[src/logic/regulator_status_params.svh]
/*
  Offsets, field positions, reserved masks and reset values of the
  regulator status register group.
  Assumes inclusion by bare name from the status logic files.
*/
`ifndef REGULATOR_STATUS_PARAMS_SVH
`define REGULATOR_STATUS_PARAMS_SVH

// ==========================================================================
// register offsets on the serial control port
`define TOP_STATUS_ADDR        8'h1d
`define SWITCHER_STATUS_ADDR   8'h1e
`define LINEAR_STATUS_ADDR     8'h1f

// ==========================================================================
// top status field positions
`define TOP_POWER_GOOD_BIT     7
`define TOP_SYNC_INVALID_BIT   4
`define TOP_THERMAL_SD_BIT     3
`define TOP_THERMAL_WARN_BIT   2
`define TOP_OVERVOLTAGE_BIT    1

// ==========================================================================
// switcher and linear status field positions (same layout for both)
`define CH1_ENABLED_BIT        7
`define CH1_VOLT_INVALID_BIT   6
`define CH1_CURR_LIMIT_BIT     4
`define CH0_ENABLED_BIT        3
`define CH0_VOLT_INVALID_BIT   2
`define CH0_CURR_LIMIT_BIT     0

// ==========================================================================
// reserved bit masks (a one marks a reserved position) and reset values
`define TOP_STATUS_RSVD_MASK   8'h61
`define CHAN_STATUS_RSVD_MASK  8'h22
`define STATUS_RESET_VALUE     8'h00
`define READ_DATA_RESET_VALUE  8'h00

`endif

[src/logic/regulator_status_pkg.sv]
/*
  Types shared by the regulator status register group.
  Assumes an 8-bit register width, written into the types directly.
*/
package regulator_status_pkg;

  // ========================================================================
  // state of one status word sampler
  typedef struct packed {
    logic [7:0] word;
  } sampler_state_type;

  // ========================================================================
  // state of the register read port
  typedef struct packed {
    logic [7:0] rdata;
    logic       rvalid;
  } port_state_type;

endpackage

[src/logic/regulator_status_registers.sv]
/*
  Read-only live status register group of the regulator device: top status,
  switcher status and linear regulator status, read over the internal side
  of the serial control port.
  Assumes the serial port engine issues one-cycle read/write strobes with a
  stable address, and all monitor levels are synchronous to sys_clk.
*/
// Overview of operation
// - top bit 7 shows power good pin
// - top bit 4 flags invalid sync clock
// - top bit 3 flags thermal shutdown
// - top bit 2 flags thermal warning
// - top bit 1 flags input overvoltage
// - switcher bit 7 converter 1 enabled
// - switcher bit 6 converter 1 voltage invalid
// - switcher bit 4 converter 1 current limiting
// - switcher bit 3 converter 0 enabled
// - switcher bit 2 converter 0 voltage invalid
// - switcher bit 0 converter 0 current limiting
// - linear bits 7/3 regulator enabled
// - linear bits 6/2 regulator voltage invalid
// - linear bits 4/0 regulator current limiting
`include "regulator_status_params.svh"

module regulator_status_registers (
  input  wire logic       sys_clk,
  input  wire logic       resetn,
  // register port
  input  wire logic [7:0] reg_addr,
  input  wire logic       reg_rd,
  input  wire logic       reg_wr,
  input  wire logic [7:0] reg_wdata,
  output logic      [7:0] reg_rdata,
  output logic            reg_rvalid,
  // top level monitors
  input  wire logic       power_good_pin_state,
  input  wire logic       ext_sync_clock_invalid,
  input  wire logic       thermal_shutdown_state,
  input  wire logic       thermal_warning_state,
  input  wire logic       input_overvoltage_state,
  // switching converters
  input  wire logic       converter1_enabled,
  input  wire logic       converter1_voltage_invalid,
  input  wire logic       converter1_current_limited,
  input  wire logic       converter0_enabled,
  input  wire logic       converter0_voltage_invalid,
  input  wire logic       converter0_current_limited,
  // linear regulators
  input  wire logic       linear_reg1_enabled,
  input  wire logic       linear_reg1_voltage_invalid,
  input  wire logic       linear_reg1_current_limited,
  input  wire logic       linear_reg0_enabled,
  input  wire logic       linear_reg0_voltage_invalid,
  input  wire logic       linear_reg0_current_limited
);

  // ========================================================================
  // raw word assembly
  logic [7:0] top_raw;
  logic [7:0] switcher_raw;
  logic [7:0] linear_raw;
  logic [7:0] top_status;
  logic [7:0] switcher_status;
  logic [7:0] linear_status;

  // top status fields, reserved positions left low
  always_comb begin
    top_raw                          = 8'h00;
    top_raw[`TOP_POWER_GOOD_BIT]     = power_good_pin_state;
    top_raw[`TOP_SYNC_INVALID_BIT]   = ext_sync_clock_invalid;
    top_raw[`TOP_THERMAL_SD_BIT]     = thermal_shutdown_state;
    top_raw[`TOP_THERMAL_WARN_BIT]   = thermal_warning_state;
    top_raw[`TOP_OVERVOLTAGE_BIT]    = input_overvoltage_state;
  end

  // switcher status fields
  always_comb begin
    switcher_raw                         = 8'h00;
    switcher_raw[`CH1_ENABLED_BIT]       = converter1_enabled;
    switcher_raw[`CH1_VOLT_INVALID_BIT]  = converter1_voltage_invalid;
    switcher_raw[`CH1_CURR_LIMIT_BIT]    = converter1_current_limited;
    switcher_raw[`CH0_ENABLED_BIT]       = converter0_enabled;
    switcher_raw[`CH0_VOLT_INVALID_BIT]  = converter0_voltage_invalid;
    switcher_raw[`CH0_CURR_LIMIT_BIT]    = converter0_current_limited;
  end

  // linear status fields
  always_comb begin
    linear_raw                         = 8'h00;
    linear_raw[`CH1_ENABLED_BIT]       = linear_reg1_enabled;
    linear_raw[`CH0_ENABLED_BIT]       = linear_reg0_enabled;
    linear_raw[`CH1_VOLT_INVALID_BIT]  = linear_reg1_voltage_invalid;
    linear_raw[`CH0_VOLT_INVALID_BIT]  = linear_reg0_voltage_invalid;
    linear_raw[`CH1_CURR_LIMIT_BIT]    = linear_reg1_current_limited;
    linear_raw[`CH0_CURR_LIMIT_BIT]    = linear_reg0_current_limited;
  end

  // ========================================================================
  // live samplers, one per register
  status_word_sampler #(
    .WIDTH     (8),
    .RSVD_MASK (`TOP_STATUS_RSVD_MASK)
  ) u_top_sampler (
    .sys_clk (sys_clk),
    .resetn  (resetn),
    .raw     (top_raw),
    .word    (top_status)
  );

  status_word_sampler #(
    .WIDTH     (8),
    .RSVD_MASK (`CHAN_STATUS_RSVD_MASK)
  ) u_switcher_sampler (
    .sys_clk (sys_clk),
    .resetn  (resetn),
    .raw     (switcher_raw),
    .word    (switcher_status)
  );

  status_word_sampler #(
    .WIDTH     (8),
    .RSVD_MASK (`CHAN_STATUS_RSVD_MASK)
  ) u_linear_sampler (
    .sys_clk (sys_clk),
    .resetn  (resetn),
    .raw     (linear_raw),
    .word    (linear_status)
  );

  // ========================================================================
  // read port
  // a read taken at one edge answers at the next; the answer shows the
  // monitors as sampled one edge before the read, so a level must stand
  // two cycles before a read is sure to see it
  regulator_status_pkg::port_state_type state_ff;
  regulator_status_pkg::port_state_type nxt_state;
  logic                                 wr_seen;

  // writes land nowhere: every register here is read-only
  assign wr_seen = reg_wr & (|reg_wdata | 1'b1);

  // address decode; unmapped reads answer zero, writes never alter state
  always_comb begin
    nxt_state        = state_ff;
    nxt_state.rvalid = reg_rd;
    if (reg_rd) begin
      unique case (reg_addr)
        `TOP_STATUS_ADDR:      nxt_state.rdata = top_status;
        `SWITCHER_STATUS_ADDR: nxt_state.rdata = switcher_status;
        `LINEAR_STATUS_ADDR:   nxt_state.rdata = linear_status;
        default:               nxt_state.rdata = 8'h00;
      endcase
    end else if (wr_seen) begin
      nxt_state.rdata = state_ff.rdata;
    end
  end

  // state register
  always_ff @(posedge sys_clk or negedge resetn) begin
    if (!resetn) begin
      state_ff.rdata  <= `READ_DATA_RESET_VALUE;
      state_ff.rvalid <= 1'b0;
    end else begin
      state_ff <= nxt_state;
    end
  end

  assign reg_rdata  = state_ff.rdata;
  assign reg_rvalid = state_ff.rvalid;
endmodule

[src/logic/status_word_sampler.sv]
/*
  One 8-bit live status word: each raw condition is registered every cycle,
  reserved positions are forced to zero.
  Assumes raw conditions are synchronous to sys_clk.
*/
`include "regulator_status_params.svh"

module status_word_sampler #(
  parameter int         WIDTH     = 8,
  parameter logic [7:0] RSVD_MASK = 8'h00
) (
  input  wire logic             sys_clk,
  input  wire logic             resetn,
  input  wire logic [WIDTH-1:0] raw,
  output logic      [WIDTH-1:0] word
);

  regulator_status_pkg::sampler_state_type state_ff;
  regulator_status_pkg::sampler_state_type nxt_state;

  // ========================================================================
  // per-bit sampling, no latching
  always_comb begin
    nxt_state = state_ff;
    for (int i = 0; i < WIDTH; i++) begin
      nxt_state.word[i] = RSVD_MASK[i] ? 1'b0 : raw[i];
    end
  end

  // state register
  always_ff @(posedge sys_clk or negedge resetn) begin
    if (!resetn) begin
      state_ff.word <= `STATUS_RESET_VALUE;
    end else begin
      state_ff <= nxt_state;
    end
  end

  assign word = state_ff.word;
endmodule

[config.mk]
export PLATFORM = sky130hd
export DESIGN_NAME = regulator_status_registers
export DESIGN_NICKNAME = d
export VERILOG_FILES = /design/src/logic/regulator_status_pkg.sv /design/src/logic/regulator_status_registers.sv /design/src/logic/status_word_sampler.sv
export VERILOG_INCLUDE_DIRS = /design/src /design/src/logic
export SDC_FILE = /design/constraint.sdc
export NUM_CORES = 1
export LEC_CHECK = 0
export BUFFER_PORTS_ARGS = -buffer_cell sky130_fd_sc_hd__buf_2
export CAP_MARGIN = 20
export CORE_ASPECT_RATIO = 0.9
export CORE_UTILIZATION = 38
export DETAILED_ROUTE_END_ITERATION = 7
export GPL_TIMING_DRIVEN = 1
export PLACE_DENSITY = 0.72
export SYNTH_ARGS = -nofsm -noshare
export SYNTH_HDL_FRONTEND = slang
export SYNTH_SLANG_ARGS = --single-unit
[constraint.sdc]
create_clock -name sys_clk -period 1 [get_ports sys_clk]
set_clock_uncertainty 0.05 [all_clocks]
set_input_delay 0.15 -clock sys_clk [delete_from_list [all_inputs] [get_ports sys_clk]]
set_output_delay 0.15 -clock sys_clk [all_outputs]
set_load 0.01 [all_outputs]
Word-level counts from Yosys, hierarchy flattened
Index checks and enable logic that the tools add are counted.
{ "word_totals": {"ff_bits": 26, "in_bits": 37, "out_inout_bits": 9, "wordCells": 9} }
{ "op_classes": {"eq_ne": 3, "muxes": 1} }
{ "op_table": {"columns": ["cell", "count"], "rows": [
  ["8-bit by 5-bit == test with 1-bit output, second input constant", 3],
  ["8-bit case mux with 3 select lines", 1]
]} }

Longest topological paths before layout
{ "depth": {"ltp_word": 2, "mapped_depth": 4, "mapped_depth_nobuf": 3} }

Modules after synthesis
Synthesis repeated with hierarchy kept, for this count alone.
{ "unflattened": {"cells_unflattened": 77, "hier_area_um2": 1039.7} }
{ "modules_own_cells": {"columns": ["module", "instances", "cells_each", "area_per_inst_um2", "seq_area_each_um2"], "rows": [
  ["regulator_status_registers", 1, 50, 550.5, 225.2],
  ["status_word_sampler (u_linear_sampler ...)", 2, 9, 168.9, 150.1],
  ["status_word_sampler (u_top_sampler)", 1, 9, 151.4, 125.1]
]} }

Worst setup path before layout
No wires, ideal clock.
{ "synth_timing": {"path_type": "input -> register", "startpoint": "input reg_addr[1]", "endpoint": "register state_ff (netlist bit reg_rdata[4])", "setup_ps": 124, "arrival_ps": 867, "required_time_ps": 826, "path_slack_ps": -41, "stages": 4, "n_path_buf": 1, "cell_sequence": "buf_2 mux2_1 a22oi_1 o2bb2ai_1"} }
{ "synth_via": {"elab_chain_cells": 2, "elab_cells_between_ends": 4, "classes_between": "eq/ne (3); mux (1)"} }
{ "synth_rtl": {"columns": ["element", "line", "text"], "rows": [
  ["start, declared", "regulator_status_registers.sv:29", "input wire logic [7:0] reg_addr,"],
  ["8-bit by 5-bit == test with 1-bit output", "regulator_status_registers.sv:147", "unique case (reg_addr)"],
  ["8-bit case mux with 3 select lines *", "regulator_status_registers.sv:147", null],
  ["end signal, assigned", "regulator_status_registers.sv:164", "state_ff <= nxt_state;"],
  ["end, declared", "regulator_status_registers.sv:135", "regulator_status_pkg::port_state_type state_ff;"]
]} }
Mark *: on every way between the ends. The rest lies on a longest branch, timed or not.
A chain may end at the register's enable or synchronous reset.

Worst setup path in the final report
{ "layout_timing": {"startpoint": "register, netlist name u_top_sampler.word[4]", "endpoint": "register state_ff (netlist bit reg_rdata[4])"} }
{ "layout_via": {"elab_chain_cells": 1} }
{ "layout_rtl": {"columns": ["element", "line"], "rows": [
  ["8-bit case mux with 3 select lines", "regulator_status_registers.sv:147"]
]} }
No other way between the ends.

==> flow_metrics.env <==
export IMPL_combPwrFrac=0.133
export IMPL_setup_ws_ps=-49.7
export IMPL_route_detailed_drc=0
export IMPL_ant_nets=0
export IMPL_dp_hpwl_um=1100
export IMPL_post_drt_wl_per_cell_um=12.9
export IMPL_slew_headroom=0.646
export IMPL_first_global_vias=690
export IMPL_ys_types=18
export IMPL_p_seq_frac=0.622
export IMPL_synth_fp_nets=91
export IMPL_start_util=0.424
export IMPL_grtUsageTotal=0.168
export IMPL_arrival_ps=1200
export IMPL_cp_end_kind="register"
export IMPL_ir_drop_v=0.000993
export IMPL_fillers=148
export IMPL_crit_type="reg2reg"
export IMPL_synth_area_per_cell_um2=15.9
export IMPL_timing_final_crit_share=1.05
export IMPL_ios=46
export IMPL_vias=678
export IMPL_crit_fanout=1
export IMPL_report_final_slew_viol_count=0
export IMPL_min_path_type="in2reg"
export IMPL_rows=15
export IMPL_ys_seq_elements=25
export IMPL_syn_inst=54
export IMPL_antenna_found_initial=0
export IMPL_leakagePower_nw=0.698
export IMPL_worst_skew_pair_late_latency_ps=300
export IMPL_finalWirelength_um=1850
export IMPL_syn_area_um2=860
export IMPL_core_area_mm2=0.00203
export IMPL_cts_root_buf="clkbuf_4"
export IMPL_switchingPower_w=0.000370
export IMPL_globalplace_congestion=0.715
export IMPL_status="finished, violations left"
export IMPL_clkTransAtPathRegs_ps=120
export IMPL_fmax_ghz=0.953
export IMPL_cts_buffers=3
export IMPL_worst_pin_slew_ps=531
export IMPL_die_y_um=47.1
export IMPL_dp_cells=115
export IMPL_violations="setup timing"
export IMPL_yosysWarnings=0
export IMPL_cts_buffer_depth=2
export IMPL_hold_viol=0
export IMPL_area_growth_pct=59.2
export IMPL_grt_max_degree=26
export IMPL_drive_gt1_frac=0.500
export IMPL_die_area_mm2=0.00246
export IMPL_p_int_w=0.00134
export IMPL_vias_per_cell=4.74
export IMPL_firstDrtPassIters=4
export IMPL_insertedDiodeCount=0
export IMPL_tritoncts="built"
export IMPL_grt_pass1_wl_um=2810
export IMPL_fin_util=0.675
export IMPL_rsz0062_at_grt="yes"
export IMPL_grt_ovfl_total=0
export IMPL_required_ps=1150
export IMPL_htreeDepth=1
export IMPL_p_clk_frac=0.245
export IMPL_final_setup_viol_count=10
export IMPL_worstHoldPathCells=3
export IMPL_cp_start_kind="register"
export IMPL_drt_iter0_markers=4
export IMPL_cts_sinks=25
export IMPL_power_per_cell_area_mw_per_mm2=1250
export IMPL_numPortBuffers=35
export IMPL_stdcell_count=143
export IMPL_reg2regPathDepth=3
export IMPL_sw_frac_of_total=0.217
export IMPL_min_period_ps=1050
export IMPL_final_nets=156
export IMPL_die_width_um=52.1
export IMPL_ys_seq_area_frac=0.728
export IMPL_max_cap_violations=0
==> cell type report <==
cell class / instances / area (um2) / share of cell area
inverters: 1 / 3.75 / 0.00274
repair buffers: 63 / 433 / 0.316
flip-flops and latches: 25 / 626 / 0.457
multi-input cells: 25 / 248 / 0.181
clock inverters: 1 / 5.00 / 0.00366
well taps: 25 / 31.3 / 0.0229
clock buffers: 3 / 22.5 / 0.0165
==> power groups by stage <==
stage / Combinational [W] / Sequential (W) / Clock [W]
after global routing: 0.000251 / 0.00106 / 0.000487
after CTS: 0.000226 / 0.00106 / 0.000445
after detailed placement: 0.000146 / 0.00108 / 0
after floorplan: 0.0000545 / 0.00108 / 0
after global placement: 0.000143 / 0.00108 / 0
final: 0.000228 / 0.00106 / 0.000417
==> sequential cells by signal (all words and copies together), names as in the netlist <==
name	flops
reg_rdata	7
u_linear_sampler.word	6
u_switcher_sampler.word	6
u_top_sampler.word	5
reg_rvalid	1
==> per-layer routing <==
| metal | share of wire | up-vias | wire, um | track usage |
|---|---|---|---|---|
| met4 | 0.010 | 0 | 19 | 0.0632 |
| li1 | - | 323 | - | - |
| met1 | 0.40 | 329 | 742 | 0.161 |
| met5 | 0 | - | 0 | 0 |
| met3 | 0.040 | 2 | 74 | 0.0485 |
| met2 | 0.55 | 24 | 1010 | 0.341 |
==> repair_timing <==
action                                 CTS  global route
pin swaps                                8            12
hold buffers                            19             0
gates cloned                             0             0
setup endpoints to repair               12            14
endpoints found under the hold margin   43             0
setup buffers                            4             1
resized for setup                        8             0
==> stage by stage <==
step	setup WS (ps)	instance area, um2	total power (W)	TNS [ps]	hold WS, ps
after floorplan	-12.7	862	0.00113	-50.8	-196
after global placement	-166	1080	0.00122	-827	101
after detailed placement	-173	1080	0.00122	-829	107
after CTS	-82.0	1360	0.00173	-561	98.4
after global routing	-102	1370	0.00180	-868	92.1
final	-49.7	1370	0.00171	-315	127
==> worst max-delay path, stage by stage (launching register included) <==
cell and delay, ps:
dfrtp_1 390, mux2_4 270, a22oi_2 160, o2bb2ai_1 80
==> cells by family after synthesis <==
| logic type | after synthesis | synth area share |
|---|---|---|
| AND/OR/NAND/NOR | 7 | 0.0568 |
| flip-flops | 25 | 0.728 |
| multiplexers | 6 | 0.0757 |
| other | 1 | 0.00436 |
| buffers and inverters | 4 | 0.0247 |
| AO/OA/AOI/OAI | 11 | 0.111 |
==> cells in the final DEF (no fill, tap or decap) <==
cell | synthesis | layout
buf_2 | 2 | 35
mux2_4 | 0 | 4
conb_1 | 1 | 1
a32o_2 | 1 | 1
a22oi_2 | 0 | 4
a32o_1 | 1 | 1
and4b_1 | 1 | 1
nor2b_1 | 1 | 1
mux2i_1 | 2 | 2
nor3_1 | 1 | 1
clkinv_2 | 0 | 1
buf_4 | 1 | 9
dlygate4sd3_1 | 0 | 19
nor2_1 | 2 | 2
or4_4 | 1 | 1
nand4b_1 | 1 | 1
inv_2 | 1 | 1
dfrtp_1 | 25 | 25
clkbuf_4 | 0 | 3
a22o_1 | 1 | 1
o2bb2ai_1 | 4 | 4
==> synthesized netlist by cell type <==
cell type / n / area (um2)
dfrtp_1: 25 / 626
a22oi_1: 4 / 30.0
mux2_1: 4 / 45.0
o2bb2ai_1: 4 / 35.0
buf_2: 2 / 10.0
mux2i_1: 2 / 20.0
nor2_1: 2 / 7.51
a22o_1: 1 / 8.76
a32o_1: 1 / 10.0
a32o_2: 1 / 11.3
and4b_1: 1 / 10.0
buf_4: 1 / 7.51
conb_1: 1 / 3.75
inv_2: 1 / 3.75
nand4b_1: 1 / 8.76
nor2b_1: 1 / 6.26
nor3_1: 1 / 5.00
or4_4: 1 / 11.3
==> path summary, 6_finish.rpt <==
| check | from | to | slack [ps] |
|---|---|---|---|
| worst max register to register | u_top_sampler.word[4]$_DFF_PN0_ | reg_rdata[4]$_DFFE_PN0P_ | -50 |
| worst min-delay path | reg_addr[6] | reg_rdata[2]$_DFFE_PN0P_ | 130 |
| worst min register to register | reg_rdata[7]$_DFFE_PN0P_ | reg_rdata[7]$_DFFE_PN0P_ | 450 |
| min in group asynchronous | resetn | u_top_sampler.word[4]$_DFF_PN0_ | 300 |
| worst max-delay path | u_top_sampler.word[4]$_DFF_PN0_ | reg_rdata[4]$_DFFE_PN0P_ | -50 |
| max in group asynchronous | resetn | u_top_sampler.word[1]$_DFF_PN0_ | 250 |
Note: power is estimated with default switching activity, not from simulation.
